[src/verilog/arr_defines.svh]
// Purpose: Offsets, field positions, reset values for result readout block
// Assumes: 8-bit register addresses from the serial command decoder
// Notes: Included by the integrity and readout design files
`ifndef ARR_DEFINES_SVH
`define ARR_DEFINES_SVH
`define ARR_ADDR_IFMODE      8'h02
`define ARR_ADDR_CHECKSUM    8'h03
`define ARR_ADDR_RESULT      8'h04
`define ARR_ADDR_STATUS      8'h00
`define ARR_BIT_APPEND       6
`define ARR_BIT_INTEG_EN     5
`define ARR_BIT_CSUM_HI      3
`define ARR_BIT_CSUM_LO      2
`define ARR_BIT_SHORT_WORD   0
`define ARR_IFMODE_WMASK     16'hFFED
`define ARR_IFMODE_RESET     16'h0000
`define ARR_RESULT_RESET     24'h000000
`define ARR_CHECKSUM_RESET   24'h000000
`define ARR_STAT_RDY_BIT     7
`define ARR_STAT_INTEG_BIT   3
`endif

[src/verilog/arr_pkg.sv]
// Purpose: Types for result readout block
// Assumes: Nothing
// Notes: Constants live in arr_defines.svh
package arr_pkg;
  typedef enum logic [1:0]
  {
    ARR_CSUM_OFF  = 2'b00,
    ARR_CSUM_XOR  = 2'b01,
    ARR_CSUM_CRC  = 2'b10,
    ARR_CSUM_RSVD = 2'b11
  } arr_csum_mode_t;
  typedef enum logic [1:0]
  {
    ARR_RD_IDLE   = 2'b00,
    ARR_RD_ACTIVE = 2'b01
  } arr_rd_state_t;
endpackage

[src/verilog/arr_integrity.sv]
// Purpose: XOR checksum over monitored registers and change detection
// Assumes: Monitored words presented flat, 24 bits each
// Notes: Reference captured on the enable edge
`timescale 1ns/1ps
`include "arr_defines.svh"
module arr_integrity
  import arr_pkg::*;
#(
  parameter int NUM_REGS = 5
)
(
  // Clock and reset
  input  wire logic                     sys_clk,
  input  wire logic                     rst,
  // Control
  input  wire logic                     enable,
  input  wire logic [NUM_REGS*24-1:0]   watched,
  // Results
  output logic      [23:0]              checksum_q,
  output logic                          mismatch
);
  logic [23:0] sum_d;
  logic [23:0] ref_q;
  logic        en_q;
  always_comb
  begin
    sum_d = 24'h000000;
    for (int i = 0; i < NUM_REGS; i++)
      sum_d = sum_d ^ watched[i*24 +: 24];
  end
  always_ff @(posedge sys_clk or posedge rst)
  begin
    if (rst)
      en_q <= 1'b0;
    else
      en_q <= enable;
  end
  // Reference taken on the rising enable so later edits show up
  always_ff @(posedge sys_clk or posedge rst)
  begin
    if (rst)
      ref_q <= `ARR_CHECKSUM_RESET;
    else if (enable && !en_q)
      ref_q <= sum_d;
  end
  always_ff @(posedge sys_clk or posedge rst)
  begin
    if (rst)
      checksum_q <= `ARR_CHECKSUM_RESET;
    else if (enable)
      checksum_q <= sum_d;
    else
      checksum_q <= 24'h000000;
  end
  assign mismatch = enable && en_q && (sum_d != ref_q);
endmodule

[src/verilog/arr_format.sv]
// Purpose: Shape a raw conversion into the stored result word
// Assumes: Raw value is 24-bit offset binary
// Notes: Combinational only
`timescale 1ns/1ps
module arr_format
  import arr_pkg::*;
(
  // Raw sample
  input  wire logic [23:0] raw,
  input  wire logic        polarity_select,
  input  wire logic        short_word_select,
  // Shaped word
  output logic      [23:0] shaped
);
  logic [23:0] coded;
  // polarity_select high shifts the raw word right by one bit; low passes it straight
  always_comb
  begin
    coded = polarity_select ? {1'b0, raw[23:1]} : raw;
    shaped = short_word_select ? {8'h00, coded[23:8]} : coded;
  end
endmodule

[src/verilog/arr_readout.sv]
// Purpose: Interface mode bits, checksum register and result register
// Assumes: A serial front end decodes register reads and writes on sys_clk
// Notes: Front end stretches frames by one byte when xfer_extra_byte is high
`timescale 1ns/1ps
`include "arr_defines.svh"
module arr_readout
  import arr_pkg::*;
#(
  parameter int NUM_REGS = 5
)
(
  // Clock and reset
  input  wire logic                   sys_clk,
  input  wire logic                   rst,
  // Register access from serial front end
  input  wire logic                   reg_wr,
  input  wire logic                   reg_rd_start,
  input  wire logic                   reg_rd_end,
  input  wire logic [7:0]             reg_addr,
  input  wire logic [15:0]            reg_wdata,
  output logic      [31:0]            reg_rdata_q,
  output logic      [5:0]             reg_rlen_q,
  // Transfer protection
  output logic                        xfer_extra_byte_q,
  output logic                        rd_use_xor_q,
  output logic                        rd_use_crc_q,
  output logic                        wr_use_crc_q,
  // Converter side
  input  wire logic                   conv_valid,
  input  wire logic [23:0]            conv_raw,
  input  wire logic                   polarity_select,
  input  wire logic [7:0]             conv_status,
  input  wire logic [NUM_REGS*24-1:0] watched_regs,
  // Status outputs
  output logic                        ready_n_q,
  output logic                        integ_error_q,
  output logic      [15:0]            ifmode_q
);
  arr_rd_state_t  rd_state_q;
  arr_csum_mode_t csum_mode;
  logic [23:0]    result_q;
  logic [7:0]     status_snap_q;
  logic           result_short_q;
  logic [23:0]    shaped;
  logic [23:0]    checksum;
  logic           mismatch;
  logic           ifmode_wr;
  logic           result_rd;
  logic [7:0]     status_word;
  logic           integ_off_wr;
  logic [31:0]    rd_word_d;
  logic [5:0]     rd_len_d;

  // Address match shared by the mode write and result read decodes below
  function automatic logic addr_hit(input logic [7:0] addr, input logic [7:0] target);
  begin
    addr_hit = (addr == target);
  end
  endfunction

  // One accept decode for result load and ready drop, so the two never drift apart
  function automatic logic load_ok(input logic valid, input arr_rd_state_t state, input logic rd_now);
  begin
    load_ok = valid && (state == ARR_RD_IDLE) && !rd_now;
  end
  endfunction

  // Bit count of a result read from stored length and append option
  function automatic logic [5:0] result_len(input logic short_word, input logic append);
  begin
    if (short_word)
      result_len = append ? 6'h18 : 6'h10;
    else
      result_len = append ? 6'h20 : 6'h18;
  end
  endfunction

  assign ifmode_wr    = reg_wr && addr_hit(reg_addr, `ARR_ADDR_IFMODE);
  assign result_rd    = reg_rd_start && addr_hit(reg_addr, `ARR_ADDR_RESULT);
  assign integ_off_wr = ifmode_wr && !reg_wdata[`ARR_BIT_INTEG_EN];
  assign csum_mode = arr_csum_mode_t'(ifmode_q[`ARR_BIT_CSUM_HI:`ARR_BIT_CSUM_LO]);

  // Monitored set excludes mode, result and status, which the caller wires
  arr_integrity #(
    .NUM_REGS (NUM_REGS)
  ) u_integrity (
    .sys_clk    (sys_clk),
    .rst        (rst),
    .enable     (ifmode_q[`ARR_BIT_INTEG_EN]),
    .watched    (watched_regs),
    .checksum_q (checksum),
    .mismatch   (mismatch)
  );

  // Word size tracks the short-word mode at conversion time, not at read time
  arr_format u_format (
    .raw               (conv_raw),
    .polarity_select   (polarity_select),
    .short_word_select (ifmode_q[`ARR_BIT_SHORT_WORD]),
    .shaped            (shaped)
  );

  // Reserved bits 4 and 1 masked off so they read zero
  always_ff @(posedge sys_clk or posedge rst)
  begin
    if (rst)
      ifmode_q <= `ARR_IFMODE_RESET;
    else if (ifmode_wr)
      ifmode_q <= reg_wdata & `ARR_IFMODE_WMASK;
  end

  // Error is sticky; mismatch is a level while enabled, so the disabling write wins or the flag never clears
  always_ff @(posedge sys_clk or posedge rst)
  begin
    if (rst)
      integ_error_q <= 1'b0;
    else if (integ_off_wr)
      integ_error_q <= 1'b0;
    else if (mismatch)
      integ_error_q <= 1'b1;
  end

  always_ff @(posedge sys_clk or posedge rst)
  begin
    if (rst)
    begin
      xfer_extra_byte_q <= 1'b0;
      rd_use_xor_q      <= 1'b0;
      rd_use_crc_q      <= 1'b0;
      wr_use_crc_q      <= 1'b0;
    end
    else
    begin
      case (csum_mode)
        ARR_CSUM_XOR:
        begin
          xfer_extra_byte_q <= 1'b1;
          rd_use_xor_q      <= 1'b1;
          rd_use_crc_q      <= 1'b0;
          wr_use_crc_q      <= 1'b1;
        end
        ARR_CSUM_CRC:
        begin
          xfer_extra_byte_q <= 1'b1;
          rd_use_xor_q      <= 1'b0;
          rd_use_crc_q      <= 1'b1;
          wr_use_crc_q      <= 1'b1;
        end
        default:
        begin
          xfer_extra_byte_q <= 1'b0;
          rd_use_xor_q      <= 1'b0;
          rd_use_crc_q      <= 1'b0;
          wr_use_crc_q      <= 1'b0;
        end
      endcase
    end
  end

  always_ff @(posedge sys_clk or posedge rst)
  begin
    if (rst)
      rd_state_q <= ARR_RD_IDLE;
    else
    begin
      case (rd_state_q)
        ARR_RD_IDLE:
          if (result_rd)
            rd_state_q <= ARR_RD_ACTIVE;
        ARR_RD_ACTIVE:
          if (reg_rd_end)
            rd_state_q <= ARR_RD_IDLE;
        default:
          rd_state_q <= ARR_RD_IDLE;
      endcase
    end
  end

  // Conversion arriving during a result read is dropped, not queued
  always_ff @(posedge sys_clk or posedge rst)
  begin
    if (rst)
    begin
      result_q       <= `ARR_RESULT_RESET;
      result_short_q <= 1'b0;
      status_snap_q  <= 8'h00;
    end
    else if (load_ok(conv_valid, rd_state_q, result_rd))
    begin
      result_q       <= shaped;
      result_short_q <= ifmode_q[`ARR_BIT_SHORT_WORD];
      status_snap_q  <= conv_status;
    end
  end

  // Result read raises ready; a new result lowers it
  always_ff @(posedge sys_clk or posedge rst)
  begin
    if (rst)
      ready_n_q <= 1'b1;
    else if (result_rd)
      ready_n_q <= 1'b1;
    else if (load_ok(conv_valid, rd_state_q, result_rd))
      ready_n_q <= 1'b0;
  end

  always_comb
  begin
    status_word = status_snap_q;
    status_word[`ARR_STAT_RDY_BIT]   = ready_n_q;
    status_word[`ARR_STAT_INTEG_BIT] = integ_error_q;
  end

  // Read word built combinationally; length follows the held result's word size and the current append bit
  always_comb
  begin
    rd_word_d = 32'h00000000;
    rd_len_d  = 6'h00;
    case (reg_addr)
      `ARR_ADDR_RESULT:
      begin
        if (ifmode_q[`ARR_BIT_APPEND])
        begin
          rd_word_d = result_short_q ? {8'h00, result_q[15:0], status_word}
                                     : {result_q, status_word};
        end
        else
        begin
          rd_word_d = {8'h00, result_q};
        end
        rd_len_d = result_len(result_short_q, ifmode_q[`ARR_BIT_APPEND]);
      end
      `ARR_ADDR_CHECKSUM:
      begin
        rd_word_d = {8'h00, checksum};
        rd_len_d  = 6'h18;
      end
      `ARR_ADDR_IFMODE:
      begin
        rd_word_d = {16'h0000, ifmode_q};
        rd_len_d  = 6'h10;
      end
      `ARR_ADDR_STATUS:
      begin
        rd_word_d = {24'h000000, status_word};
        rd_len_d  = 6'h08;
      end
      default:
      begin
        rd_word_d = 32'h00000000;
        rd_len_d  = 6'h00;
      end
    endcase
  end

  // Read data is right-aligned; reg_rlen_q gives the bit count
  always_ff @(posedge sys_clk or posedge rst)
  begin
    if (rst)
    begin
      reg_rdata_q <= 32'h00000000;
      reg_rlen_q  <= 6'h00;
    end
    else if (reg_rd_start)
    begin
      reg_rdata_q <= rd_word_d;
      reg_rlen_q  <= rd_len_d;
    end
  end
endmodule

[config.mk]
export PLATFORM = sky130hd
export DESIGN_NAME = arr_readout
export DESIGN_NICKNAME = d
export VERILOG_FILES = /design/src/verilog/arr_pkg.sv /design/src/verilog/arr_integrity.sv /design/src/verilog/arr_format.sv /design/src/verilog/arr_readout.sv
export VERILOG_INCLUDE_DIRS = /design/src /design/src/verilog
export SDC_FILE = /design/constraint.sdc
export NUM_CORES = 1
export LEC_CHECK = 0
export BUFFER_PORTS_ARGS = -buffer_cell sky130_fd_sc_hd__buf_2
export CORE_UTILIZATION = 50
export DETAILED_ROUTE_END_ITERATION = 10
export PLACE_DENSITY = 0.76
export REMOVE_ABC_BUFFERS = 1
export SLEW_MARGIN = 20
export SYNTH_ARGS = -nofsm -noshare
export SYNTH_HDL_FRONTEND = slang
export SYNTH_HIERARCHICAL = 1
export SYNTH_SLANG_ARGS = --single-unit
[constraint.sdc]
create_clock -name sys_clk -period 3.1 [get_ports sys_clk]
set_input_delay 0.62 -clock sys_clk [delete_from_list [all_inputs] [get_ports sys_clk]]
set_output_delay 0.62 -clock sys_clk [all_outputs]
set_load 0.01 [all_outputs]
==> metrics <==
outcome=complete, no violations; DR DRC count=0; Seq/Total Area, Yosys=a little over two fifths; die width=around 130 um; max_slew headroom=around 31%; pre-CTS WS=approximately 250 ps; WL final=19,290 um; predominant post-synthesis flop cell=dfrtp_1; final instance area=around 0.0096 mm^2; Filler cells=between 1k and 1.5k; Post-Syn Area per Cell=about 12 um^2; die area=~0.016 mm^2; gr ovfl total=0; WL per Instance=between 15 and 20 um; worst skew pair latency=420 ps; Post-CTS Setup Repair Bufs=0; Seq cells post-synth=between 100 and 150; Port Buffers=around 230; Via density=5.451; Root Driver=clkbuf_16; Worst-Margin Slew=1037 ps; worst setup margin=~650 ps; fin cells=between 1k and 1.5k; Tcrit/Tclk final=78.91%; critical path class=input port to register; Max Clk Rate=between 400 and 500 MHz; VDD IR max=a little over 0.0004 V; via count=approximately 5.8k; Post-Syn Instances=637; Worst EP required=roughly 3400 ps; clock-pin slew on the worst setup and hold paths=about 60 ps; ANT cells=0; synth unique cells=58; die height=between 100 and 150 um; CP endpoint kind=register; routing usage on met2=between 40 and 50%; Static Leak=4.664 nW; critical path launch point=watched_regs[42]; Hold Fails Final Rpt=0; Post-synth EDFFs=0; most frequent cells in the layout=buf_2 (233), dfrtp_1 (133), xnor2_1 (63), nor2_1 (62); busiest grt layer=met2; initial drt markers=352; Pwr Density=~560 mW/mm^2; H-tree levels=4; WHS=around 330 ps; number of global-route vias before repair=around 5.7k; grt met3 use=roughly 5.4%; RSZ-0062 raised after global routing=no; RR Startpoint=u_integrity/ref_q[0]$_DFFE_PP0P_; DP Cell Count=between 1k and 1.5k; Final #Nets=about 1.1k; TNS Setup=0 ps; DPL Wire Length=approximately 14,000 um; Synth warnings=6; critical path launch point type=input port; Max-cap violations=0; Area growth syn-to-layout=24.92%; mapped cell area=between 0.007 and 0.008 mm^2; share of cells above drive strength 1=roughly two fifths; worst path arrival time=approximately 2800 ps; worst min path class=input port to asynchronous set/reset pin; Starting Density=about 52%; DP Area=between 0.008 and 0.009 mm^2; Core Footprint=~0.015 mm^2; Num Clock Sinks=~140; GRT Total Usage=around 25%; commonest non-fill, non-tap cell in the layout=buf_2; Period minus WS final=between 2000 and 2500 ps; TritonCTS clock tree=built; Max clock buf depth=2; Post-synth ARST share=100.0%; router iterations before antenna repair=4; CTS buffer count=17; global-route wire length before repair=a little under 30,000 um; I/O pin cnt=around 240; Antenna Nets Post-Route=0; Final GP Congestion=approximately 0.84; hold-fix buffers at CTS=0; Final setup violation count=0; worst-path maximum fanout=3; Setup Skew=around 7.3 ps; GR Util met1=a little under a third; post-CTS resize count=0; largest net degree at the start of global routing=50; Std-Cell Rows=between 40 and 50; Max Slew Vio Count=0; initial antenna violation count=0
-- cell families (layout without fill, tap and decap cells) --
| kind of cell | Yosys count | count (layout) | share of synthesized area, % |
|---|---|---|---|
| flip-flops | 135 | 135 | 43.96 |
| XOR/XNOR | 101 | 101 | 13.92 |
| buffers and inverters | 54 | 295 | 3.825 |
| multiplexers | 109 | 109 | 19.08 |
| AND/OR/NAND/NOR | 134 | 134 | 9.082 |
| adder cells (fa/ha/maj) | 4 | 4 | 0.6511 |
| other | 1 | 5 | 0.04878 |
| AO/OA/AOI/OAI | 99 | 99 | 9.440 |
-- cells in the mapped netlist (2+ instances only) --
library cell,count,area (um^2)
dfrtp_1,134,3353
xnor2_1,63,551.8
nor2_1,62,232.7
mux2_2,31,349.1
mux2i_1,31,310.3
mux2_4,29,435.4
xor2_1,25,219.0
nand2_1,22,82.58
clkbuf_1,21,78.83
o2bb2ai_1,20,175.2
o21ai_0,19,95.09
a21oi_1,14,70.07
inv_1,13,48.80
xnor3_1,11,247.7
and2_1,10,62.56
a22o_1,9,78.83
nor3b_1,9,67.56
a221oi_1,7,61.31
a22oi_1,7,52.55
mux4_2,7,157.7
a221o_1,6,60.06
buf_2,6,30.03
buf_4,6,45.04
buf_6,6,67.56
mux4_1,6,157.7
mux2_1,5,56.30
nand3_1,5,25.02
a32oi_1,4,35.03
ha_1,4,50.05
nor3_1,4,20.02
nor4_1,4,25.02
a31oi_1,3,18.77
nor3b_2,3,37.54
o211ai_1,3,22.52
a2111oi_0,2,17.52
nand2b_1,2,12.51
nor2b_1,2,12.51
o22ai_1,2,12.51
-- metal layers --
layer	wire [um]	vias to the layer above	share of wire [%]
met1	8198	2781	43
met4	533	0	2.8
li1	-	2739	-
met5	0	-	0
met2	9381	261	49
met3	1172	30	6.1
-- flip-flops by register name, indices dropped and copies added (netlist names) --
register and count:
reg_rdata_q 32, result_q 24, u_integrity/checksum_q 24, u_integrity/ref_q 24, ifmode_q 14, status_snap_q 6, reg_rlen_q 3, integ_error_q 1
rd_state_q 1, rd_use_crc_q 1, rd_use_xor_q 1, ready_n_q 1, result_short_q 1, u_integrity/en_q 1, wr_use_crc_q 1
-- critical path: stages --
cell,delay [ps]
buf_2,80
xnor3_2,440
xnor2_1,160
a22o_1,230
or4_1,490
nor4_1,300
a41oi_1,190
o22a_1,230
-- metrics by stage --
step           power, mW  util (%)
2_1_floorplan      2.941         -
3_3_place_gp       3.330     60.93
3_5_place_dp       3.359     60.93
4_1_cts            5.441     65.07
5_1_grt            5.660     65.09
6_report           5.410     65.09
-- layout make-up --
cell class                 instances  area, um^2  area share, %
sequential                       135        3381          35.21
tap                              184       230.2          2.397
multi-input combinational        452        4036          42.03
clock inverter                     8       118.9          1.238
timing repair buffer             250        1294          13.47
clock buffer                      24       491.7          5.121
inverter                          13       51.30         0.5342
-- worst paths after layout --
check / cells past startpoint / to / slack [ps]
worst max-delay path: 8 / integ_error_q$_DFFE_PP0P_ / 650
worst min-delay path: 2 / ifmode_q[14]$_DFFE_PP0N_ / 330
worst max register to register: 6 / integ_error_q$_DFFE_PP0P_ / 1040
worst min register to register: 1 / rd_state_q[0]$_DFFE_PP0P_ / 470
max in group asynchronous: 3 / result_q[14]$_DFFE_PP0P_ / 2020
min in group sys_clk: 2 / rd_state_q[0]$_DFFE_PP0P_ / 380
-- where the power goes --
| part | switching [mW] | internal [mW] |
|---|---|---|
| registers | 0.196 | 1.98 |
| logic | 0.558 | 0.607 |
| clock network | 0.725 | 1.35 |
| total | 1.48 | 3.93 |
(Power assumes the default switching activity.)
